--- config.mk ---
export PLATFORM = sky130hd
export DESIGN_NAME = iosq_top
export DESIGN_NICKNAME = d
export VERILOG_FILES = /design/src/iosq_pkg.sv /design/src/iosq_timer.sv /design/src/iosq_wb_slave.sv /design/src/iosq_top.sv
export VERILOG_INCLUDE_DIRS = /design/src
export SDC_FILE = /design/constraint.sdc
export NUM_CORES = 1
export LEC_CHECK = 0
export BUFFER_PORTS_ARGS = -buffer_cell sky130_fd_sc_hd__buf_2
export CAP_MARGIN = 20
export CELL_PAD_IN_SITES_DETAIL_PLACEMENT = 1
export CELL_PAD_IN_SITES_GLOBAL_PLACEMENT = 1
export CORE_ASPECT_RATIO = 0.7
export CORE_MARGIN = 10
export CORE_UTILIZATION = 36
export CTS_BUF_LIST = sky130_fd_sc_hd__clkbuf_4 sky130_fd_sc_hd__clkbuf_8
export DETAILED_ROUTE_END_ITERATION = 8
export PLACE_DENSITY = 0.81
export SYNTH_ARGS = -nofsm -noshare
export SYNTH_HDL_FRONTEND = slang
export SYNTH_HIERARCHICAL = 1
export SYNTH_SLANG_ARGS = --single-unit
export TNS_END_PERCENT = 100
--- constraint.sdc ---
create_clock -name i_clk -period 2.12 [get_ports i_clk]
set_input_delay 0.106 -clock i_clk [delete_from_list [all_inputs] [get_ports i_clk]]
set_output_delay 0.106 -clock i_clk [all_outputs]
set_load 0.05 [all_outputs]
--- src/iosq_map.svh ---
/*
 * constants of the i/o pulse sequencer: register offsets, field positions,
 * reset values and timing counts.
 * assumes a 50 ns clock; included by its bare name, definitions only.
 */
`ifndef IOSQ_MAP_SVH
`define IOSQ_MAP_SVH

////////////////////////////////////////////////////////////////////////////
`define IOSQ_CLK_PERIOD_NS   50
`define IOSQ_SEP_MIN_NS      200
`define IOSQ_GAP_NS          100
`define IOSQ_WIDTH_MIN_NS    600
`define IOSQ_STB_NS          100
`define IOSQ_RESTART_DELAY_NS         275
`define IOSQ_GUARD_NS        200
// least times round up to whole clock cycles
`define IOSQ_NS2CYC(ns) (((ns) + `IOSQ_CLK_PERIOD_NS - 1) / `IOSQ_CLK_PERIOD_NS)
`define IOSQ_SEP_MIN_CYC     7'(`IOSQ_NS2CYC(`IOSQ_SEP_MIN_NS))
`define IOSQ_GAP_CYC         7'(`IOSQ_NS2CYC(`IOSQ_GAP_NS))
`define IOSQ_WIDTH_MIN_CYC   7'(`IOSQ_NS2CYC(`IOSQ_WIDTH_MIN_NS))
`define IOSQ_STB_CYC         7'(`IOSQ_NS2CYC(`IOSQ_STB_NS))
`define IOSQ_RESTART_DELAY_CYC        7'(`IOSQ_NS2CYC(`IOSQ_RESTART_DELAY_NS))
`define IOSQ_GUARD_CYC       7'(`IOSQ_NS2CYC(`IOSQ_GUARD_NS))
`define IOSQ_MULT_MIN        3'h1
`define IOSQ_MULT_MAX        3'h5

////////////////////////////////////////////////////////////////////////////
`define IOSQ_ADR_W           4
`define IOSQ_REG_CTRL        4'h0
`define IOSQ_REG_STAT        4'h4
`define IOSQ_CTRL_SEP_LSB    0
`define IOSQ_CTRL_WID_LSB    4
`define IOSQ_MULT_RST        3'h1
`define IOSQ_STAT_PEND_LSB   0
`define IOSQ_STAT_DONE_BIT   3
`define IOSQ_STAT_HOLD_BIT   4
`define IOSQ_STAT_WIN_BIT    5
`define IOSQ_STAT_BUSY_BIT   6

`endif

--- src/iosq_pkg.sv ---
/*
 * types of the i/o pulse sequencer: sequence states and signal carriers.
 * assumes iosq_map.svh for the numbers.
 */
package iosq_pkg;

  typedef enum logic [2:0] {
    ST_IDLE, ST_SEP, ST_GAP, ST_WIDTH, ST_STB, ST_GUARD, ST_RESTART_DELAY, ST_FINAL
  } iosq_state_t;

  typedef struct packed {
    logic w4;
    logic w2;
    logic w1;
  } iosq_cmd_t;

  typedef struct packed {
    logic one;
    logic two;
    logic three;
  } iosq_tp_t;

  typedef struct packed {
    logic        cyc;
    logic        stb;
    logic        we;
    logic [3:0]  adr;
    logic [3:0]  sel;
    logic [31:0] dat;
  } iosq_wb_req_t;

endpackage

--- src/iosq_timer.sv ---
/*
 * down counter that times one interval of the pulse sequence.
 * assumes a synchronous load; o_last marks the final cycle of the interval.
 */
`timescale 1ns/1ps

module iosq_timer (
  input  wire logic       i_clk,
  input  wire logic       i_rst_n,
  input  wire logic       i_load,
  input  wire logic [6:0] i_cycles,
  output logic            o_last
);

  logic [6:0] cnt_ff;
  logic [6:0] nxt_cnt;

  assign nxt_cnt = i_load ? i_cycles :
                   (cnt_ff != 7'h0) ? cnt_ff - 7'h1 : 7'h0;
  assign o_last  = (cnt_ff == 7'h1);

  always_ff @(posedge i_clk or negedge i_rst_n) begin
    if (!i_rst_n) begin
      cnt_ff <= 7'h0;
    end else begin
      cnt_ff <= nxt_cnt;
    end
  end

endmodule

--- src/iosq_wb_slave.sv ---
/*
 * classic wishbone slave with the control and status words.
 * assumes one master; every access, mapped or not, is acknowledged.
 */
`timescale 1ns/1ps
`include "iosq_map.svh"

module iosq_wb_slave (
  input  wire logic                  i_clk,
  input  wire logic                  i_rst_n,
  input  wire iosq_pkg::iosq_wb_req_t i_req,
  input  wire logic [6:0]            i_status,
  output logic                       o_ack,
  output logic [31:0]                o_rdata,
  output logic [2:0]                 o_sep_mult,
  output logic [2:0]                 o_width_mult
);

  logic        ack_ff;
  logic [31:0] rdata_ff;
  logic [2:0]  sep_ff;
  logic [2:0]  width_ff;
  logic        req;
  logic        wr_ctrl;
  logic [31:0] rd_word;

  // values outside 1..5 are pulled into range so readback is truthful
  function automatic logic [2:0] clamp(input logic [2:0] m);
    clamp = (m < `IOSQ_MULT_MIN) ? `IOSQ_MULT_MIN :
            (m > `IOSQ_MULT_MAX) ? `IOSQ_MULT_MAX : m;
  endfunction

  assign req     = i_req.cyc & i_req.stb;
  assign wr_ctrl = req & ack_ff & i_req.we & i_req.sel[0] &
                   (i_req.adr == `IOSQ_REG_CTRL);
  assign rd_word = (i_req.adr == `IOSQ_REG_CTRL) ?
                   {25'h0, width_ff, 1'b0, sep_ff} :
                   (i_req.adr == `IOSQ_REG_STAT) ? {25'h0, i_status} :
                   32'h0;

  always_ff @(posedge i_clk or negedge i_rst_n) begin
    if (!i_rst_n) begin
      ack_ff   <= 1'b0;
      rdata_ff <= 32'h0;
      sep_ff   <= `IOSQ_MULT_RST;
      width_ff <= `IOSQ_MULT_RST;
    end else begin
      ack_ff   <= req & ~ack_ff;
      rdata_ff <= rd_word;
      if (wr_ctrl) begin
        sep_ff   <= clamp(i_req.dat[`IOSQ_CTRL_SEP_LSB +: 3]);
        width_ff <= clamp(i_req.dat[`IOSQ_CTRL_WID_LSB +: 3]);
      end
    end
  end

  assign o_ack        = ack_ff;
  assign o_rdata      = rdata_ff;
  assign o_sep_mult   = sep_ff;
  assign o_width_mult = width_ff;

endmodule

--- src/iosq_top.sv ---
/*
 * i/o pulse sequencer: turns the three low instruction bits into ordered
 * command pulses, holds processor timing while they run, strobes the bus
 * at the end of each pulse and once more to resume the processor.
 * assumes processor time pulses and instruction bits synchronous to i_clk,
 * and a classic wishbone master for the interval settings.
 */
// Design decisions made here: the address map and the Wishbone slave port.
// Contract
// - instruction bits 9, 10, 11 map to command pulses of weight 4, 2, 1.
// - at time pulse two, set a pending flag for each set bit.
// - clear all pending flags at every time pulse one.
// - a command pulse is the window gated by its flag; flag clears at end.
// - several pending: least significant bit first, one per window.
// - a single pending flag pulses at the first window.
// - done is low while any flag is set, high after last pulse ends.
// - external transfer and not done asserts the timing-hold request.
// - time pulse three starts sequencing while processor waits.
// - each pulse: separation, fixed gap, then width interval.
// - window ends with the strobe interval, 100 ns longer than width.
// - separation at least 200 ns, width at least 600 ns, both adjustable.
// - separation and width adjustable up to five times minimum.
// - a bus strobe ends every command pulse.
// - after each pulse restart the interval chain while flags remain.
// - once done, no further width interval starts.
// - on done, wait 275 ns, then one more strobe interval.
// - the final strobe ends the exchange and releases the timing hold.
// - a guard interval blanks the done glitch at the end of the window.
// - bits 03 to 08 go out true and complemented for selection.
// - all 12 buffered instruction bits go to the peripheral.
`timescale 1ns/1ps
`include "iosq_map.svh"

module iosq_top (
  input  wire logic                   i_clk,
  input  wire logic                   i_nrst,
  input  wire iosq_pkg::iosq_wb_req_t i_wb_req,
  output logic                        o_wb_ack,
  output logic [31:0]                 o_wb_dat,
  input  wire logic [11:0]            i_instr_bits,
  input  wire logic                   i_io_instruction,
  input  wire logic                   i_internal_io,
  input  wire iosq_pkg::iosq_tp_t     i_time_pulse,
  output iosq_pkg::iosq_cmd_t         o_cmd_pulse,
  output logic [11:0]                 o_buffered_instr_bits,
  output logic [5:0]                  o_sel_bits_n,
  output logic                        o_bus_strobe,
  output logic                        o_timing_hold,
  output logic                        o_done
);

  ////////////////////////////////////////////////////////////////////////
  // reset release

  logic rst_meta_ff;
  logic rst_n;

  always_ff @(posedge i_clk or negedge i_nrst) begin
    if (!i_nrst) begin
      rst_meta_ff <= 1'b0;
      rst_n       <= 1'b0;
    end else begin
      rst_meta_ff <= 1'b1;
      rst_n       <= rst_meta_ff;
    end
  end

  ////////////////////////////////////////////////////////////////////////
  // declarations

  iosq_pkg::iosq_state_t state_ff;
  iosq_pkg::iosq_state_t nxt_state;
  iosq_pkg::iosq_cmd_t   cmd_ff;
  iosq_pkg::iosq_cmd_t   nxt_cmd;
  logic [2:0]            pending_ff;
  logic [2:0]            nxt_pending;
  logic [2:0]            instr_low;
  logic [2:0]            sel_low;
  logic [2:0]            pend_left;
  logic                  window_ff;
  logic                  nxt_window;
  logic                  strobe_ff;
  logic                  nxt_strobe;
  logic                  hold_ff;
  logic                  nxt_hold;
  logic                  done_ff;
  logic [11:0]           bufbits_ff;
  logic [5:0]            selbits_n_ff;
  logic                  tmr_load;
  logic [6:0]            tmr_cycles;
  logic                  tmr_last;
  logic [2:0]            sep_mult;
  logic [2:0]            width_mult;
  logic [6:0]            sep_cyc;
  logic [6:0]            width_cyc;
  logic                  stb_end;
  logic                  final_end;
  logic                  width_start;
  logic                  hold_req;
  logic                  busy;
  logic [6:0]            status;

  ////////////////////////////////////////////////////////////////////////
  // helpers

  // one-hot of the lowest set bit; bit 0 carries the weight-1 flag
  function automatic logic [2:0] lowest(input logic [2:0] v);
    lowest = v & (~v + 3'h1);
  endfunction

  function automatic logic [6:0] scale(input logic [6:0] base,
                                       input logic [2:0] mult);
    scale = 7'(base * mult);
  endfunction

  ////////////////////////////////////////////////////////////////////////
  // registers and interval timer

  assign status = {busy, window_ff, hold_ff, done_ff, pending_ff};

  iosq_wb_slave u_wb (
    .i_clk        (i_clk),
    .i_rst_n      (rst_n),
    .i_req        (i_wb_req),
    .i_status     (status),
    .o_ack        (o_wb_ack),
    .o_rdata      (o_wb_dat),
    .o_sep_mult   (sep_mult),
    .o_width_mult (width_mult)
  );

  iosq_timer u_tmr (
    .i_clk    (i_clk),
    .i_rst_n  (rst_n),
    .i_load   (tmr_load),
    .i_cycles (tmr_cycles),
    .o_last   (tmr_last)
  );

  // multiplier register holds 1..5, so 5x minimum is the ceiling
  assign sep_cyc   = scale(`IOSQ_SEP_MIN_CYC, sep_mult);
  assign width_cyc = scale(`IOSQ_WIDTH_MIN_CYC,
                           width_mult);

  ////////////////////////////////////////////////////////////////////////
  // pending flags

  // bit numbering: index 0 is the most significant instruction bit
  assign instr_low = {i_instr_bits[9], i_instr_bits[10],
                      i_instr_bits[11]};
  assign sel_low   = lowest(pending_ff);
  assign pend_left = pending_ff & ~sel_low;
  assign stb_end   = (state_ff == iosq_pkg::ST_STB) & tmr_last;
  assign final_end = (state_ff == iosq_pkg::ST_FINAL) & tmr_last;

  // the flag of the pulse just issued drops as its window closes; a set at
  // time pulse two wins over that clear so no new request is lost
  assign nxt_pending = (i_time_pulse.one ? 3'h0 :
                        stb_end          ? pend_left :
                        pending_ff) |
                       ((i_time_pulse.two & ~i_time_pulse.one) ?
                        instr_low : 3'h0);

  ////////////////////////////////////////////////////////////////////////
  // sequence control

  assign hold_req    = i_io_instruction & ~i_internal_io & ~done_ff;
  assign busy        = (state_ff != iosq_pkg::ST_IDLE);
  assign width_start = (state_ff == iosq_pkg::ST_GAP) & tmr_last &
                       (pending_ff != 3'h0);

  always_comb begin
    nxt_state  = state_ff;
    tmr_load   = 1'b0;
    tmr_cycles = 7'h0;
    unique case (state_ff)
      iosq_pkg::ST_IDLE: begin
        if (hold_ff && i_time_pulse.three) begin
          nxt_state  = iosq_pkg::ST_SEP;
          tmr_load   = 1'b1;
          tmr_cycles = sep_cyc;
        end
      end
      iosq_pkg::ST_SEP: begin
        if (tmr_last) begin
          nxt_state  = iosq_pkg::ST_GAP;
          tmr_load   = 1'b1;
          tmr_cycles = `IOSQ_GAP_CYC;
        end
      end
      iosq_pkg::ST_GAP: begin
        if (width_start) begin
          nxt_state  = iosq_pkg::ST_WIDTH;
          tmr_load   = 1'b1;
          tmr_cycles = width_cyc;
        end else if (tmr_last) begin
          nxt_state  = iosq_pkg::ST_GUARD;
          tmr_load   = 1'b1;
          tmr_cycles = `IOSQ_GUARD_CYC;
        end
      end
      iosq_pkg::ST_WIDTH: begin
        if (tmr_last) begin
          nxt_state  = iosq_pkg::ST_STB;
          tmr_load   = 1'b1;
          tmr_cycles = `IOSQ_STB_CYC;
        end
      end
      iosq_pkg::ST_STB: begin
        if (tmr_last && pend_left != 3'h0) begin
          nxt_state  = iosq_pkg::ST_SEP;
          tmr_load   = 1'b1;
          tmr_cycles = sep_cyc;
        end else if (tmr_last) begin
          nxt_state  = iosq_pkg::ST_GUARD;
          tmr_load   = 1'b1;
          tmr_cycles = `IOSQ_GUARD_CYC;
        end
      end
      iosq_pkg::ST_GUARD: begin
        // done is only believed once the guard has run out
        if (tmr_last && done_ff) begin
          nxt_state  = iosq_pkg::ST_RESTART_DELAY;
          tmr_load   = 1'b1;
          tmr_cycles = `IOSQ_RESTART_DELAY_CYC;
        end else if (tmr_last) begin
          nxt_state  = iosq_pkg::ST_SEP;
          tmr_load   = 1'b1;
          tmr_cycles = sep_cyc;
        end
      end
      iosq_pkg::ST_RESTART_DELAY: begin
        if (tmr_last) begin
          nxt_state  = iosq_pkg::ST_FINAL;
          tmr_load   = 1'b1;
          tmr_cycles = `IOSQ_STB_CYC;
        end
      end
      iosq_pkg::ST_FINAL: begin
        if (tmr_last) begin
          nxt_state = iosq_pkg::ST_IDLE;
        end
      end
    endcase
  end

  ////////////////////////////////////////////////////////////////////////
  // outputs

  // window spans width and strobe, so it outlasts width by the strobe
  assign nxt_window = width_start |
                      (window_ff & ~stb_end);
  assign nxt_cmd    = {3{nxt_window}} & sel_low;
  assign nxt_strobe = (nxt_state == iosq_pkg::ST_STB) |
                      (nxt_state == iosq_pkg::ST_FINAL);
  // request wins; done is high at the final strobe, so no re-request
  assign nxt_hold   = hold_req | (hold_ff & ~final_end);

  always_ff @(posedge i_clk or negedge rst_n) begin
    if (!rst_n) begin
      state_ff     <= iosq_pkg::ST_IDLE;
      pending_ff   <= 3'h0;
      window_ff    <= 1'b0;
      cmd_ff       <= 3'h0;
      strobe_ff    <= 1'b0;
      hold_ff      <= 1'b0;
      done_ff      <= 1'b1;
      bufbits_ff   <= 12'h000;
      selbits_n_ff <= 6'h3f;
    end else begin
      state_ff     <= nxt_state;
      pending_ff   <= nxt_pending;
      window_ff    <= nxt_window;
      cmd_ff       <= nxt_cmd;
      strobe_ff    <= nxt_strobe;
      hold_ff      <= nxt_hold;
      done_ff      <= (nxt_pending == 3'h0);
      bufbits_ff   <= i_instr_bits;
      selbits_n_ff <= ~i_instr_bits[8:3];
    end
  end

  assign o_cmd_pulse           = cmd_ff;
  assign o_buffered_instr_bits = bufbits_ff;
  assign o_sel_bits_n          = selbits_n_ff;
  assign o_bus_strobe          = strobe_ff;
  assign o_timing_hold         = hold_ff;
  assign o_done                = done_ff;
endmodule

==> key figures <==
Die
  – Die width: 122 µm
  – Chip height: 91.7 µm
  – Initial Utilization: 36.6%
  – Die Area: 0.0112 mm²
  – Core footprint: 0.00722 mm²
  – Row cnt: 26
  – I/O pin count: 119

Flow run
  – Max-capacitance violation count: 0

Finish
  – Diodes inserted: 0
  – Register area: 0.00136 mm²
  – Fin nets: 418
  – Share of cells above drive strength 1: 39.4%
  – Area growth syn-to-layout: 31.8%
  – Multi-input logic area: 0.00113 mm²
  – Util after Layout: 48.2%
  – Filler cell count: 834

GRT
  – Antenna violations before repair: 0
  – Largest net degree at the start of global routing: 33
  – First-pass GRT wire length: 11900 µm
  – Tot GR Track Use: 13.1%
  – GRT overflow: 0
  – Vias in the first global route: 2260

Routing
  – DR WL/cell: 16.6 µm
  – WL final: 7430 µm
  – TritonRoute pass-1 iters: 4
  – DRC Markers: 0
  – Post-route ant nets: 0
  – Via Count: 2082
  – Initial DRC Count: 75
  – Vias per cell: 4.65

Timing
  – WHS: 0.0469 ns
  – Final WS setup: -0.0796 ns
  – Final Hold Fails: 0
  – Least-Margin Pin Slew: 0.510 ns
  – Final count of pins violating max slew: 0
  – Max-slew headroom: 66.0%
  – Final setup fails: 7
  – Tcrit/Tclk final: 104%
  – Clock skew: 0.0108 ns
  – RSZ-0062 raised after global routing: true
  – Minimum clock period after layout: 2.20 ns
  – Fmax: 0.455 GHz

Power
  – Power Total: 3.38 mW
  – Pwr Density: 969 mW/mm²
  – Leak pwr: 1.71 nW
  – Worst VDD drop: 0.000377 V

Yosys
  – Post-synth ARST share: 100%
  – Mapped Cells: 246
  – Synth Cell Area: 0.00264 mm²
  – Adder-cell share of the synthesized area: 3.98%
  – Mux cell area share after synthesis: 4.73%
  – Post-synth EDFFs: 0
  – Synth top area share: 42.6%
  – Sequential area share after synthesis: 51.5%
  – Simple-Gate Fraction of Synth Area: 14.2%
  – Main synth FF type: dfrtp_1
  – Largest cells by area after synthesis: dfrtp_1 (43%), dfstp_2 (8.9%), buf_4 (7.4%), nor2_1 (3.3%), mux2i_1 (3.0%)
  – Top cell type by total area after synthesis: dfrtp_1
  – Avg Cell Area, Syn: 10.7 µm²
  – Largest family of logic cells by synthesized area: simple AND/OR/NAND/NOR gates
  – Number of synthesized register bits: 54
  – Post-synth top cells: dfrtp_1 (45), buf_4 (26), nor2_1 (23)
  – Most common cell in the netlist: dfrtp_1
  – Ys Warns: 6
  – Synth Area in Compound Gates: 10.9%
  – Yosys cell types: 55
  – Synth Area in XOR/XNOR: 2.32%

Placement
  – Placer Congestion: 0.917
  – Post-placement setup slack: -0.114 ns
  – I/O Buffers: 64
  – Post-DP HPWL: 5650 µm

CTS
  – Clk buf depth: 2
  – CTS root buffer: clkbuf_8
  – H-tree lvl count: 2
  – Clk_lat worst skew: 0.32 ns
  – CTS buffer count: 5
  – CTS tree: done
  – Clock sink count: 54
  – CTS clk-pin slew, worst paths: 0.09 ns

Worst setup path
  – FF-to-FF setup slack: -0.08 ns
  – Crit. End Element: flop
  – FF-to-FF Start: u_tmr/cnt_ff[5]
  – Critical path class: flop to flop
  – Critical path fanouts, max: 7
  – Critical path launch point type: flop
  – CP Data Required Time: 2.34 ns
  – Crit path launch: u_tmr/cnt_ff[5]
  – Critical path arrival: 2.42 ns
  – FF-to-FF path depth: 9

Outcome
  – Violated checks: negative setup slack
  – Outcome: complete, but fails checks

Hold path
  – HP Start: i_io_instruction
  – Worst Hold Depth: 2
  – Hold Crit Class: input pin to flop
worst paths after layout:
check,endpoint
min,o_timing_hold
max reg2reg,u_tmr/cnt_ff[2]
min reg2reg,u_wb/o_sep_mult[2]
max in group asynchronous,o_sel_bits_n[5]
min in group asynchronous,rst_meta_ff
max,u_tmr/cnt_ff[2]
layout by cell type, fill, tap and decap left out, drive strengths merged, types with 4 or more instances in the layout:
master,instances
buf,91
dfrtp,45
conb,27
nor2,24
inv,21
nand2,16
dlygate4sd3,14
dfstp,9
mux2i,8
a21oi,7
o21ai,7
xnor2,6
ha,6
clkbuf,6
o31ai,6
nor3,6
mux2,4
o211ai,4
kinds of logic after synthesis:
group | Yosys count
multiplexers | 12
AND/OR/NAND/NOR | 70
adder cells (fa/ha/maj) | 8
XOR/XNOR | 7
other | 3
buffers and inverters | 53
AO/OA/AOI/OAI | 39
flip-flops | 54
cell type report:
type | instances | share of cell area [%]
tap | 98 | 3.52
clock inverter | 2 | 0.467
multi-input combinational | 163 | 32.4
clock buffer | 6 | 2.37
inverter | 20 | 2.16
timing repair buffer | 105 | 19.9
sequential | 54 | 39.2
timing repair:
item | CTS | global route
hold buffers | 14 | 0
hold endpoints to repair | 22 | 0
buffers inserted | 4 | 3
resized for setup | 8 | 15
endpoints found under the setup margin | 11 | 14
pin swaps | 7 | 7
report_power, final:
| part | switching, mW | internal, mW | total [mW] | leakage, nW |
|---|---|---|---|---|
| Sequential | 0.180 | 1.18 | 1.36 | 0.651 |
| Combinational | 0.791 | 0.612 | 1.40 | 1.01 |
| Clock | 0.343 | 0.269 | 0.612 | 0.0478 |
| Total | 1.31 | 2.06 | 3.38 | 1.71 |
critical path, cell delays in order, from the launching register on:
cell and delay (ns):
dfrtp_1 0.39, or4_4 0.56, nor3b_4 0.19, buf_6 0.14, and3b_2 0.19, nand2_2 0.07, buf_6 0.14, o211ai_1 0.26
nand2_1 0.11, o31ai_2 0.07
per-layer routing:
| layer | wire length [µm] | track usage [%] |
|---|---|---|
| met5 | 0 | 0 |
| met4 | 13 | 2.25 |
| met3 | 473 | 4.41 |
| met2 | 3910 | 23.7 |
| met1 | 3030 | 14.9 |
flip-flops by register name, summed over array words and instances (netlist names), 3 cells and up:
signal	cells
o_buffered_instr_bits	12
o_cmd_pulse	3
o_sel_bits_n	6
pending_ff	3
state_ff	3
u_tmr/cnt_ff	7
u_wb/o_rdata	7
u_wb/o_sep_mult	3
u_wb/o_width_mult	3
through the flow:
step	setup TNS, ns	std cells	area (µm²)
after global routing	-1.61	448	3480
after global placement	-0.0264	420	3130
after floorplan	-0.477	270	2760
final	-0.254	448	3480
after detailed placement	-0.453	420	3130
after CTS	-0.126	446	3420
Note: power is estimated with default switching activity, not from simulation.
